[src/include/spis_pkg.sv]
// How it works
// - Word into empty receive FIFO sets bit 0.
// - Transmit FIFO drained by shifting sets bit 1.
// - Receive level rising above threshold sets bit 2.
// - Transmit level dropping below threshold sets bit 3.
// - Word arriving to full receive FIFO discarded, bit 4.
// - Write to full transmit FIFO sets bit 5.
// - Read of empty receive FIFO sets bit 6.
// - Empty transmit FIFO sends 0x00, sets bit 7.
// - No further receive within timeout period after a received word sets bit 8.
package spis_pkg;
  localparam int          EVENT_COUNT      = 9;
  localparam int          EV_RX_FIRST      = 0;
  localparam int          EV_TX_DRAINED    = 1;
  localparam int          EV_RX_RISE       = 2;
  localparam int          EV_TX_DROP       = 3;
  localparam int          EV_RX_OVERFLOW   = 4;
  localparam int          EV_TX_OVERFLOW   = 5;
  localparam int          EV_RX_UNDERFLOW  = 6;
  localparam int          EV_TX_UNDERFLOW  = 7;
  localparam int          EV_RX_TIMEOUT    = 8;
  localparam logic [11:0] ADDR_STATUS      = 12'h000;
  localparam logic [11:0] ADDR_ENABLE      = 12'h004;
  localparam logic [11:0] ADDR_RX_THRESH   = 12'h008;
  localparam logic [11:0] ADDR_TX_THRESH   = 12'h00c;
  localparam logic [11:0] ADDR_TIMEOUT     = 12'h010;
  localparam logic [11:0] ADDR_RX_DATA     = 12'h014;
  localparam logic [11:0] ADDR_TX_DATA     = 12'h018;
  localparam logic [11:0] ADDR_LEVELS      = 12'h01c;
  localparam logic [7:0]  UNDERRUN_BYTE    = 8'h00;
  localparam logic [31:0] TIMEOUT_RESET    = 32'h0000_0100;
  localparam int          LEVEL_TX_LSB     = 16;
  typedef enum logic [1:0] {
    XFER_IDLE  = 2'b00,
    XFER_SHIFT = 2'b01
  } xfer_state_t;
endpackage

[src/logic/byte_fifo.sv]
`timescale 1ns/10ps
module byte_fifo #(
  parameter int WIDTH = 8,
  parameter int DEPTH = 8,
  parameter int AW    = 3
) (
  // Clock and reset
  input  wire logic             pclk,
  input  wire logic             presetn,
  input  wire logic             ce,
  // Write side
  input  wire logic             wr_en,
  input  wire logic [WIDTH-1:0] wr_data,
  // Read side
  input  wire logic             rd_en,
  output logic      [WIDTH-1:0] rd_data,
  // Occupancy
  output logic      [AW:0]      level
);
  logic [WIDTH-1:0] mem [DEPTH];
  logic [AW-1:0]    wptr;
  logic [AW-1:0]    rptr;
  wire              do_wr = wr_en && (level != (AW+1)'(DEPTH));
  wire              do_rd = rd_en && (level != '0);

  always_ff @(posedge pclk)
    if (ce && do_wr)
      mem[wptr] <= wr_data;

  always_ff @(posedge pclk or negedge presetn)
    if (!presetn)
    begin
      wptr    <= '0;
      rptr    <= '0;
      level   <= '0;
      rd_data <= '0;
    end
    else if (ce)
    begin
      if (do_wr)
        wptr <= (wptr == AW'(DEPTH - 1)) ? '0 : wptr + 1'b1;
      if (do_rd)
      begin
        rd_data <= mem[rptr];
        rptr    <= (rptr == AW'(DEPTH - 1)) ? '0 : rptr + 1'b1;
      end
      level <= level + (AW+1)'(do_wr) - (AW+1)'(do_rd);
    end
endmodule

[src/logic/spi_slave_fifo_event_logic.sv]
// Local design decisions: the register addresses and the APB slave port.
`timescale 1ns/10ps
module spi_slave_fifo_event_logic #(
  parameter int DEPTH = 8,
  parameter int AW    = 3
) (
  // System clock, reset and enable
  input  wire logic        pclk,
  input  wire logic        presetn,
  input  wire logic        ce,
  // APB slave
  input  wire logic        psel,
  input  wire logic        penable,
  input  wire logic        pwrite,
  input  wire logic [11:0] paddr,
  input  wire logic [31:0] pwdata,
  output logic      [31:0] prdata,
  output logic             pready,
  output logic             pslverr,
  // SPI pins, mode 0, master drives clock and select
  input  wire logic        spi_sclk,
  input  wire logic        spi_csn,
  input  wire logic        spi_mosi,
  output logic             spi_miso,
  output logic             spi_miso_oe,
  // Interrupt
  output logic             irq
);
  localparam int EC = spis_pkg::EVENT_COUNT;

  // Pin synchronisers.
  logic [1:0] sclk_s, csn_s, mosi_s;
  logic       sclk_d;
  always_ff @(posedge pclk or negedge presetn)
    if (!presetn)
    begin
      sclk_s <= '0;
      csn_s  <= 2'b11;
      mosi_s <= '0;
      sclk_d <= 1'b0;
    end
    else if (ce)
    begin
      sclk_s <= {sclk_s[0], spi_sclk};
      csn_s  <= {csn_s[0], spi_csn};
      mosi_s <= {mosi_s[0], spi_mosi};
      sclk_d <= sclk_s[1];
    end
  wire sel      = !csn_s[1];
  wire sclk_ris = sel && sclk_s[1] && !sclk_d;
  wire sclk_fal = sel && !sclk_s[1] && sclk_d;

  // APB decode.
  wire        apb_acc = psel && penable;
  wire        apb_wr  = apb_acc && pwrite;
  wire        apb_rd  = apb_acc && !pwrite;
  wire        hit_st  = paddr == spis_pkg::ADDR_STATUS;
  wire        hit_en  = paddr == spis_pkg::ADDR_ENABLE;
  wire        hit_rth = paddr == spis_pkg::ADDR_RX_THRESH;
  wire        hit_tth = paddr == spis_pkg::ADDR_TX_THRESH;
  wire        hit_to  = paddr == spis_pkg::ADDR_TIMEOUT;
  wire        hit_rx  = paddr == spis_pkg::ADDR_RX_DATA;
  wire        hit_tx  = paddr == spis_pkg::ADDR_TX_DATA;
  wire        hit_lv  = paddr == spis_pkg::ADDR_LEVELS;
  wire        mapped  = hit_st | hit_en | hit_rth | hit_tth | hit_to | hit_rx | hit_tx | hit_lv;

  // Configuration and status.
  logic [EC-1:0] status;
  logic [EC-1:0] enable;
  logic [AW:0]   rx_thresh;
  logic [AW:0]   tx_thresh;
  logic [31:0]   timeout;
  logic [EC-1:0] ev;

  // FIFOs.
  logic [AW:0] rx_level, tx_level;
  logic [7:0]  rx_rdata, tx_rdata;
  logic        rx_push;
  logic [7:0]  rx_word;
  logic        tx_pop;
  logic        rx_wait;
  wire         rx_full  = rx_level == (AW+1)'(DEPTH);
  wire         tx_full  = tx_level == (AW+1)'(DEPTH);
  wire         rx_empty = rx_level == '0;
  wire         tx_empty = tx_level == '0;
  wire         rx_pop   = apb_rd && hit_rx && !rx_empty && !rx_wait;
  wire         tx_push  = apb_wr && hit_tx && !tx_full;
  wire         rx_wr    = rx_push && !rx_full;

  byte_fifo #(.WIDTH(8), .DEPTH(DEPTH), .AW(AW)) rx_fifo (
    .pclk(pclk), .presetn(presetn), .ce(ce),
    .wr_en(rx_wr), .wr_data(rx_word),
    .rd_en(rx_pop), .rd_data(rx_rdata), .level(rx_level)
  );
  byte_fifo #(.WIDTH(8), .DEPTH(DEPTH), .AW(AW)) tx_fifo (
    .pclk(pclk), .presetn(presetn), .ce(ce),
    .wr_en(tx_push), .wr_data(pwdata[7:0]),
    .rd_en(tx_pop), .rd_data(tx_rdata), .level(tx_level)
  );

  // Serial shifter: bytes are MSB first, sampled on rising, shifted on falling.
  spis_pkg::xfer_state_t state, next_state;
  logic [2:0] bit_cnt;
  logic [7:0] rx_sh, tx_sh;
  logic       load_pend;
  logic       tx_under;
  logic       tx_from_fifo;
  logic       loaded;
  logic       under_pend;
  wire        byte_start = sel && state == spis_pkg::XFER_IDLE;
  wire        byte_done  = sclk_ris && bit_cnt == 3'h7;
  wire        byte_begin = sclk_ris && bit_cnt == 3'h0;
  // A byte prefetched at the end of a frame is kept for the next frame, unless it is a filler.
  wire        byte_load  = (byte_start && (!loaded || under_pend)) || byte_done;
  always_comb
  begin
    next_state = state;
    case (state)
      spis_pkg::XFER_IDLE:  next_state = sel ? spis_pkg::XFER_SHIFT : spis_pkg::XFER_IDLE;
      spis_pkg::XFER_SHIFT: next_state = !sel ? spis_pkg::XFER_IDLE : state;
      default:              next_state = spis_pkg::XFER_IDLE;
    endcase
  end
  assign tx_pop = byte_load && !tx_empty;

  always_ff @(posedge pclk or negedge presetn)
    if (!presetn)
    begin
      state        <= spis_pkg::XFER_IDLE;
      bit_cnt      <= '0;
      rx_sh        <= '0;
      tx_sh        <= spis_pkg::UNDERRUN_BYTE;
      load_pend    <= 1'b0;
      tx_under     <= 1'b0;
      tx_from_fifo <= 1'b0;
      loaded       <= 1'b0;
      under_pend   <= 1'b0;
      rx_push      <= 1'b0;
      rx_word      <= '0;
    end
    else if (ce)
    begin
      state     <= next_state;
      rx_push   <= byte_done;
      tx_under  <= 1'b0;
      load_pend <= tx_pop;
      if (!sel)
        bit_cnt <= '0;
      else if (sclk_ris)
      begin
        bit_cnt <= bit_cnt + 3'h1;
        rx_sh   <= {rx_sh[6:0], mosi_s[1]};
      end
      if (byte_done)
        rx_word <= {rx_sh[6:0], mosi_s[1]};
      // The underrun is only reported once the master really clocks the filler byte.
      if (byte_begin)
      begin
        loaded   <= 1'b0;
        tx_under <= under_pend;
      end
      if (byte_load)
      begin
        tx_from_fifo <= !tx_empty;
        loaded       <= 1'b1;
        under_pend   <= tx_empty;
        if (tx_empty)
          tx_sh <= spis_pkg::UNDERRUN_BYTE;
      end
      else if (load_pend)
        tx_sh <= tx_rdata;
      else if (sclk_fal && bit_cnt != 3'h0)
        tx_sh <= {tx_sh[6:0], 1'b0};
    end

  assign spi_miso    = tx_sh[7];
  assign spi_miso_oe = sel;

  // Level crossings use the level one cycle back.
  logic [AW:0] rx_level_d, tx_level_d;
  logic        drain_pend;
  logic [31:0] idle_cnt;
  logic        idle_armed;
  always_ff @(posedge pclk or negedge presetn)
    if (!presetn)
    begin
      rx_level_d <= '0;
      tx_level_d <= '0;
      drain_pend <= 1'b0;
      idle_cnt   <= '0;
      idle_armed <= 1'b0;
    end
    else if (ce)
    begin
      rx_level_d <= rx_level;
      tx_level_d <= tx_level;
      if (byte_begin)
        drain_pend <= tx_from_fifo;
      if (rx_push)
      begin
        idle_cnt   <= '0;
        idle_armed <= 1'b1;
      end
      else if (idle_armed && idle_cnt >= timeout)
        idle_armed <= 1'b0;
      else if (idle_armed)
        idle_cnt <= idle_cnt + 32'h1;
    end

  // Event detection.
  always_comb
  begin
    ev                            = '0;
    ev[spis_pkg::EV_RX_FIRST]     = rx_wr && rx_empty;
    ev[spis_pkg::EV_TX_DRAINED]   = drain_pend && byte_done && tx_empty;
    ev[spis_pkg::EV_RX_RISE]      = rx_level > rx_thresh && rx_level_d <= rx_thresh;
    ev[spis_pkg::EV_TX_DROP]      = tx_level < tx_thresh && tx_level_d >= tx_thresh;
    ev[spis_pkg::EV_RX_OVERFLOW]  = rx_push && rx_full;
    ev[spis_pkg::EV_TX_OVERFLOW]  = apb_wr && hit_tx && tx_full;
    ev[spis_pkg::EV_RX_UNDERFLOW] = apb_rd && hit_rx && rx_empty && !rx_wait;
    ev[spis_pkg::EV_TX_UNDERFLOW] = tx_under;
    ev[spis_pkg::EV_RX_TIMEOUT]   = idle_armed && !rx_push && idle_cnt >= timeout;
  end

  // Registers: a set in the same cycle as a clear wins.
  wire [EC-1:0] st_clr = (apb_wr && hit_st) ? pwdata[EC-1:0] : '0;
  always_ff @(posedge pclk or negedge presetn)
    if (!presetn)
    begin
      status    <= '0;
      enable    <= '0;
      rx_thresh <= '0;
      tx_thresh <= '0;
      timeout   <= spis_pkg::TIMEOUT_RESET;
    end
    else if (ce)
    begin
      status <= (status & ~st_clr) | ev;
      if (apb_wr && hit_en)
        enable <= pwdata[EC-1:0];
      if (apb_wr && hit_rth)
        rx_thresh <= pwdata[AW:0];
      if (apb_wr && hit_tth)
        tx_thresh <= pwdata[AW:0];
      if (apb_wr && hit_to)
        timeout <= pwdata;
    end

  // Read data: the receive data register needs one extra cycle for the memory read.
  wire  rx_slot = apb_rd && hit_rx && !rx_empty;
  always_ff @(posedge pclk or negedge presetn)
    if (!presetn)
      rx_wait <= 1'b0;
    else if (ce)
      rx_wait <= rx_slot && !rx_wait;

  wire [31:0] rd_mux =
    hit_st  ? {{(32-EC){1'b0}}, status} :
    hit_en  ? {{(32-EC){1'b0}}, enable} :
    hit_rth ? {{(31-AW){1'b0}}, rx_thresh} :
    hit_tth ? {{(31-AW){1'b0}}, tx_thresh} :
    hit_to  ? timeout :
    hit_lv  ? ({{(31-AW){1'b0}}, tx_level} << spis_pkg::LEVEL_TX_LSB) | {{(31-AW){1'b0}}, rx_level} :
    32'h0000_0000;

  assign pready  = !(hit_rx && apb_rd && !rx_wait && !rx_empty);
  assign pslverr = apb_acc && !mapped;
  assign prdata  = (hit_rx && rx_wait) ? {24'h00_0000, rx_rdata} : rd_mux;
  assign irq     = |(status & enable);
endmodule

[config.mk]
export PLATFORM = sky130hd
export DESIGN_NAME = spi_slave_fifo_event_logic
export DESIGN_NICKNAME = d
export VERILOG_FILES = /design/src/include/spis_pkg.sv /design/src/logic/byte_fifo.sv /design/src/logic/spi_slave_fifo_event_logic.sv
export SDC_FILE = /design/constraint.sdc
export NUM_CORES = 1
export LEC_CHECK = 0
export BUFFER_PORTS_ARGS = -buffer_cell sky130_fd_sc_hd__buf_2
export CAP_MARGIN = 0
export CORE_MARGIN = 2
export CORE_UTILIZATION = 30
export DETAILED_ROUTE_END_ITERATION = 7
export GPL_ROUTABILITY_DRIVEN = 0
export HOLD_SLACK_MARGIN = 0.06
export PLACE_DENSITY = 0.42
export RECOVER_POWER = 25
export SYNTH_ARGS = -nofsm -noshare
export SYNTH_HDL_FRONTEND = slang
export SYNTH_SLANG_ARGS = --single-unit
[constraint.sdc]
create_clock -name pclk -period 3.9 [get_ports pclk]
set_input_delay 0.78 -clock pclk [delete_from_list [all_inputs] [get_ports pclk]]
set_output_delay 0.78 -clock pclk [all_outputs]
set_load 0.02 [all_outputs]
== Word level (Yosys, flattened, before mapping) ==
Memory sizes are Yosys's and may differ from the RTL's. A register that Yosys moved wholly into a read port is not among the register bits.
Cells that the tools add are included.
Storage, ports and cells
  register bits: 162
  memory bits (writable): 128
  input port bits: 53
  output and inout port bits: 37
  logic and storage cells: 210
  memories kept: 2
Cells by class
  add/sub/neg operators: 10
  order comparisons: 5
  equality and inequality tests: 20
  mux-type cells: 33
  bitwise logic cells: 13
  reduce and logical (&&, ||, !) cells: 95
Memories
  rx_fifo.mem: depth 8, bits a word 8, rd ports 1, clocked after memory_dff 1, wr ports 1, RTL line byte_fifo.sv:20  | logic [WIDTH-1:0] mem [DEPTH];
  tx_fifo.mem: depth 8, bits a word 8, rd ports 1, clocked after memory_dff 1, wr ports 1, RTL line byte_fifo.sv:20
Operators by type and width (count)
  2-to-1 mux 32 bit: 9
  equality test 12 x 5 -> 1 bit, second input constant: 4
  logical AND 1 bit: 46
  adder 32 x 1 -> 32 bit, second input constant: 1
  greater-or-equal comparator 32 bit: 1
  2-to-1 mux 8 bit: 4
  AND reduction 2 bit: 15
  equality test 12 x 4 -> 1 bit, second input constant: 2
  2-to-1 mux 20 bit: 1
  bitwise OR 20 x 4 -> 20 bit: 1
  bitwise AND 9 bit: 2
  2-to-1 mux 3 bit: 6
  adder 3 x 1 -> 3 bit, second input constant: 5
  equality test 3 bit, second input constant: 5
  zero test 1 bit: 15
  equality test 12 x 3 -> 1 bit, second input constant: 1
  zero test 12 bit: 1
  2-to-1 mux 1 bit: 10
  2-to-1 mux 9 bit: 1
  inverter 9 bit: 1
  bitwise OR 9 bit: 1
  AND reduction 3 bit: 3
  OR reduction 9 bit: 1
  adder 4 x 1 -> 4 bit: 2
  20 further kinds: 38

== Longest topological paths before layout ==
  word-level depth: 10
  mapped depth: 14
  mapped depth without buffers: 13

== Cells and area by module ==
Synthesis repeated with hierarchy kept, for this count alone.
Second synthesis, totals
  cell total of the unflattened synthesis: 1304
  area, all modules: 15359.7 µm²
Modules (own cells, without submodules)
  spi_slave_fifo_event_logic: instances 1, cells an instance 872, area each 8368.0 µm², sequential area each 3532.1 µm²
  byte_fifo: instances 2, cells an instance 216, area each 3495.9 µm², sequential area each 2372.3 µm²

== Least setup slack after synthesis ==
Ideal clock, no wire load.
  path type: input port to output port
  start point: input port paddr[9]
  end point: output port prdata[0]
  arrival: 3.187 ns
  required time: 3.120 ns
  slack: -0.067 ns
  cell stages on the path: 8
  path buffers: 3
  cells stage by stage: or4_4 -> or4_1 -> buf_2 -> or3b_4 -> or2_1 -> clkbuf_1 -> buf_6 -> a31oi_1
On the way
  cells in the longest elaborated chain, start to end: 8
  elaborated cells on any way between the ends: 15
  classes of those cells: eq/ne (6); mux (7); reduce/logical (2)
Ends and longest elaborated chain
  from (decl): RTL line spi_slave_fifo_event_logic.sv:15  | input wire logic [11:0] paddr,
  equality test 12 x 5 -> 1 bit: RTL line spi_slave_fifo_event_logic.sv:64  | wire hit_lv = paddr == spis_pkg::ADDR_LEVELS;
  2-to-1 mux 20 bit: RTL line spi_slave_fifo_event_logic.sv:263  | hit_lv ? ({{(31-AW){1'b0}}, tx_level} << spis_pkg::LEVEL_TX_LSB) | {{(31-AW){1'b0}}, rx_level} :
  2-to-1 mux 32 bit: RTL line spi_slave_fifo_event_logic.sv:262  | hit_to ? timeout :
  2-to-1 mux 32 bit: RTL line spi_slave_fifo_event_logic.sv:261  | hit_tth ? {{(31-AW){1'b0}}, tx_thresh} :
  2-to-1 mux 32 bit: RTL line spi_slave_fifo_event_logic.sv:260  | hit_rth ? {{(31-AW){1'b0}}, rx_thresh} :
  2-to-1 mux 32 bit: RTL line spi_slave_fifo_event_logic.sv:259  | hit_en ? {{(32-EC){1'b0}}, enable} :
  2-to-1 mux 32 bit: RTL line spi_slave_fifo_event_logic.sv:258  | hit_st ? {{(32-EC){1'b0}}, status} :
  2-to-1 mux 32 bit *: RTL line spi_slave_fifo_event_logic.sv:268  | assign prdata = (hit_rx && rx_wait) ? {24'h00_0000, rx_rdata} : rd_mux;
  to (decl): RTL line spi_slave_fifo_event_logic.sv:17  | output logic [31:0] prdata,
Mark *: on every way between the ends. The rest lies on a longest branch, timed or not.

== Worst setup path in the final report ==
Ends and elaborated chain as after synthesis.

==> results.py <==
metrics = {
    "drt": {
        "vias": 10145,
        "topRoutingLayerUsed": "met4",
        "dr_wl_met2_microns": 19200,
        "wire_per_inst_microns": 20.5,
        "drtIter0Drc": 659,
        "routed_wl_microns": 40900,
        "drt-met1-wl_microns": 19300,
        "antenna_left": 0,
        "drc": 0,
        "dr.pass1.iters": 8,
        "vias_per_cell": 5.07,
        "met3_length_microns": 1470,
    },
    "clock_tree": {
        "cts_tree": "yes",
        "cts_root_buf": "clkbuf_16",
        "cts_hold_buf": 0,
        "cts_inserted_buffers": 38,
        "htreeDepth": 2,
        "cts_sinks": 305,
        "insertion_delay_ns": 0.57,
        "clkTransAtPathRegs_ns": 0.06,
        "cts_buffer_depth": 3,
    },
    "die": {
        "core_sq_um": 48600,
        "fp.dieH_microns": 225,
        "die_area_sq_um": 50700,
        "initial_core_util_pct": 30.2,
        "ioPinCount": 90,
        "rows": 81,
        "fp.dieW_microns": 225,
    },
    "final_layout": {
        "final_util_pct": 36.0,
        "syn2layout_area_growth_pct": 19.1,
        "drive_gt1_share_pct": 22.1,
        "postLayoutCellArea_sq_um": 17500,
        "multi_input_area_sq_um": 5940,
        "fillerInstances": 4829,
        "nets": 1474,
        "antenna_cells": 0,
        "seq_area_sq_um": 8280,
    },
    "logic_synthesis": {
        "synth-seq-cells": 305,
        "synth_compound_area_share_pct": 10.6,
        "synth_edf_count": 128,
        "async_reset_ff_share_pct": 58.0,
        "synth_seq_area_share_pct": 56.4,
        "synth_top_family_by_area": "simple AND/OR/NAND/NOR gates",
        "syn_inst": 1221,
        "synthTopCellsByCount": "dfrtp_1, nand2_1, edfxtp_1, o21ai_0, inv_1",
        "synth_top_area_share_pct": 29.7,
        "syn_area_sq_um": 14700,
        "yosysTopAreaCell": "dfrtp_1",
        "synthSimpleGateAreaFrac_pct": 12.1,
        "synth.area.mux_share_pct": 10.7,
        "ys.flop_type": "dfrtp_1",
        "syn-num-nets": 1347,
        "ys_warn_count": 0,
        "syn_area_per_cell_sq_um": 12.0,
        "yosys.area_share.adder_pct": 6.32,
        "ys_types": 72,
        "synth_area_leaders": "dfrtp_1, edfxtp_1, ha_1, mux4_2, mux2_2",
        "synth_xor_area_share_pct": 0.239,
        "yosysMostFrequentCell": "dfrtp_1",
    },
    "worst_setup_path": {
        "start_kind": "input port",
        "crit_required_ns": 3.12,
        "cpMostUsedCell": "or4_4",
        "crit_type": "input port to primary output",
        "path_max_fanout": 8,
        "cp_cell_sequence": "buf_2, or4_4, or4_4, or3b_4, or2_4, a31oi_2, buf_4",
        "slowest_delay_ns": 0.55,
        "slowest_stage": "or4_4",
        "worst_setup_path_end_kind": "primary output",
        "critPathArrivalTime_ns": 3.14,
    },
    "sta": {
        "fmax_ghz": 0.255,
        "finalWorstSetupSlack_ns": -0.0187,
        "setup_viol": 1,
        "finalCritPeriodShare_pct": 100,
        "tightest_slew_ns": 2.28,
        "maxSlewViolCount": 74,
        "fin_setup_tns_ns": -0.0187,
        "skew_ns": 0.0342,
        "hold_violations": 0,
        "layout_min_cycle_time_ns": 3.92,
        "rsz0062_at_grt": "true",
        "relSlewSlack_pct": -52.0,
    },
    "power_and_ir_drop": {
        "power.density_nw_per_um2": 499,
        "vdd_ir_drop_max_mv": 0.345,
        "p_leak_nw": 7.39,
    },
    "global_routing": {
        "grt_pass1_vias": 10046,
        "grt_pass1_wl_microns": 62300,
        "grt.overflow.total": 0,
        "grt_usage_pct": 16.3,
        "grt_max_degree": 75,
        "grt_antenna_before_repair": 0,
    },
    "job": {
        "maxCapViolations": 1,
    },
    "placement": {
        "placed_area_sq_um": 16100,
        "post-place-ws_ns": -0.280,
        "io_buffers": 89,
        "dpl.hpwl_microns": 28400,
    },
    "hold_path": {
        "hold_class": "input port to register",
    },
    "status": {
        "status": "finished with violations",
        "violations": "capacitance limit, slew limit, setup timing",
    },
}
-- per-layer routing --
metal,track usage (%),vias to the layer above
li1,-,4820
met1,22.7,5064
met2,26.2,205
met3,2.45,56
met4,5.11,0
met5,0,-
-- worst max-delay path: cells and delay by family --
kind	cells	cell delay (ns)
buffers and inverters	2	0.28
AND/OR/NAND/NOR	4	1.85
AO/OA/AOI/OAI	1	0.23
-- cell type report --
cell class	instances	area share, %
tap	622	4.45
multi-input combinational	780	34.0
timing repair buffer	147	5.24
inverter	76	1.63
clock buffer	56	6.29
sequential	305	47.3
clock inverter	14	1.12
-- path summary, 6_finish.rpt --
check,start,to,slack [ns],depth (start not counted)
hold / removal,pwdata[28],timeout[28],0.44,3
setup / recovery,paddr[9],prdata[0],-0.02,7
setup reg to reg,timeout[0],idle_cnt[6],0.56,9
min in group asynchronous,presetn,enable[5],0.88,1
hold reg to reg,tx_sh[0],tx_sh[0],0.48,1
max in group asynchronous,presetn,csn_s[0],1.53,2
-- flip-flops by register name, indices dropped and copies added, names as in the netlist, 7 cells and up --
| register | cells |
|---|---|
| enable | 9 |
| idle_cnt | 32 |
| rx_fifo.mem | 64 |
| rx_fifo.rd_data | 8 |
| rx_sh | 7 |
| rx_word | 8 |
| status | 9 |
| timeout | 32 |
| tx_fifo.mem | 64 |
| tx_fifo.rd_data | 8 |
| tx_sh | 8 |
-- what timing repair did --
item | CTS | global route
buffers inserted | 0 | 1
endpoints found under the setup margin | 9 | 8
resized for setup | 13 | 9
pin swaps | 1 | 1
cloned | 0 | 1
-- report_power, final --
group / leakage (nW) / internal (mW) / switching, mW / total, mW
combinational: 3.50 / 0.591 / 0.576 / 1.17
clock: 0.626 / 2.18 / 1.45 / 3.63
sequential: 3.26 / 3.60 / 0.334 / 3.93
total: 7.39 / 6.37 / 2.36 / 8.73
-- per-stage QoR --
stage / cells / hold slack (ns) / total power, mW
CTS: 1998 / 0.282 / 8.88
global placement: 1928 / 0.462 / 5.18
detailed placement: 1928 / 0.465 / 5.20
global route: 2000 / 0.420 / 9.18
finish: 2000 / 0.438 / 8.73
floorplan: 1221 / 0.443 / 4.74
-- kinds of logic after synthesis --
| logic type | after synthesis |
|---|---|
| flip-flops | 305 |
| AND/OR/NAND/NOR | 355 |
| AO/OA/AOI/OAI | 236 |
| adder cells (fa/ha/maj) | 73 |
| XOR/XNOR | 4 |
| buffers and inverters | 137 |
| multiplexers | 111 |
-- cells in the final DEF, fill, tap and decap left out, types with 5 or more instances in the layout --
master / netlist / final
a211oi_1: 6 / 6
a21o_1: 13 / 13
a21oi_1: 38 / 37
a222oi_1: 6 / 6
a22o_1: 12 / 12
a22oi_1: 7 / 7
a31oi_1: 9 / 6
a41oi_1: 10 / 10
and3_1: 13 / 13
and4_1: 8 / 8
buf_2: 3 / 75
buf_4: 0 / 58
clkbuf_1: 48 / 20
clkbuf_16: 0 / 39
clkbuf_8: 0 / 6
dfrtp_1: 174 / 174
edfxtp_1: 128 / 128
ha_1: 71 / 71
inv_1: 75 / 75
mux2_2: 52 / 52
mux2i_1: 27 / 27
mux4_2: 32 / 32
nand2_1: 134 / 134
nand2b_1: 12 / 12
nand3_1: 26 / 26
nand4_1: 15 / 15
nor2_1: 61 / 58
nor2b_1: 9 / 8
nor3_1: 21 / 20
nor4_1: 22 / 22
o21ai_0: 77 / 75
o21ai_1: 9 / 11
o221ai_1: 9 / 9
o311ai_0: 5 / 5
or3_1: 6 / 6
(Power assumes the default switching activity.)
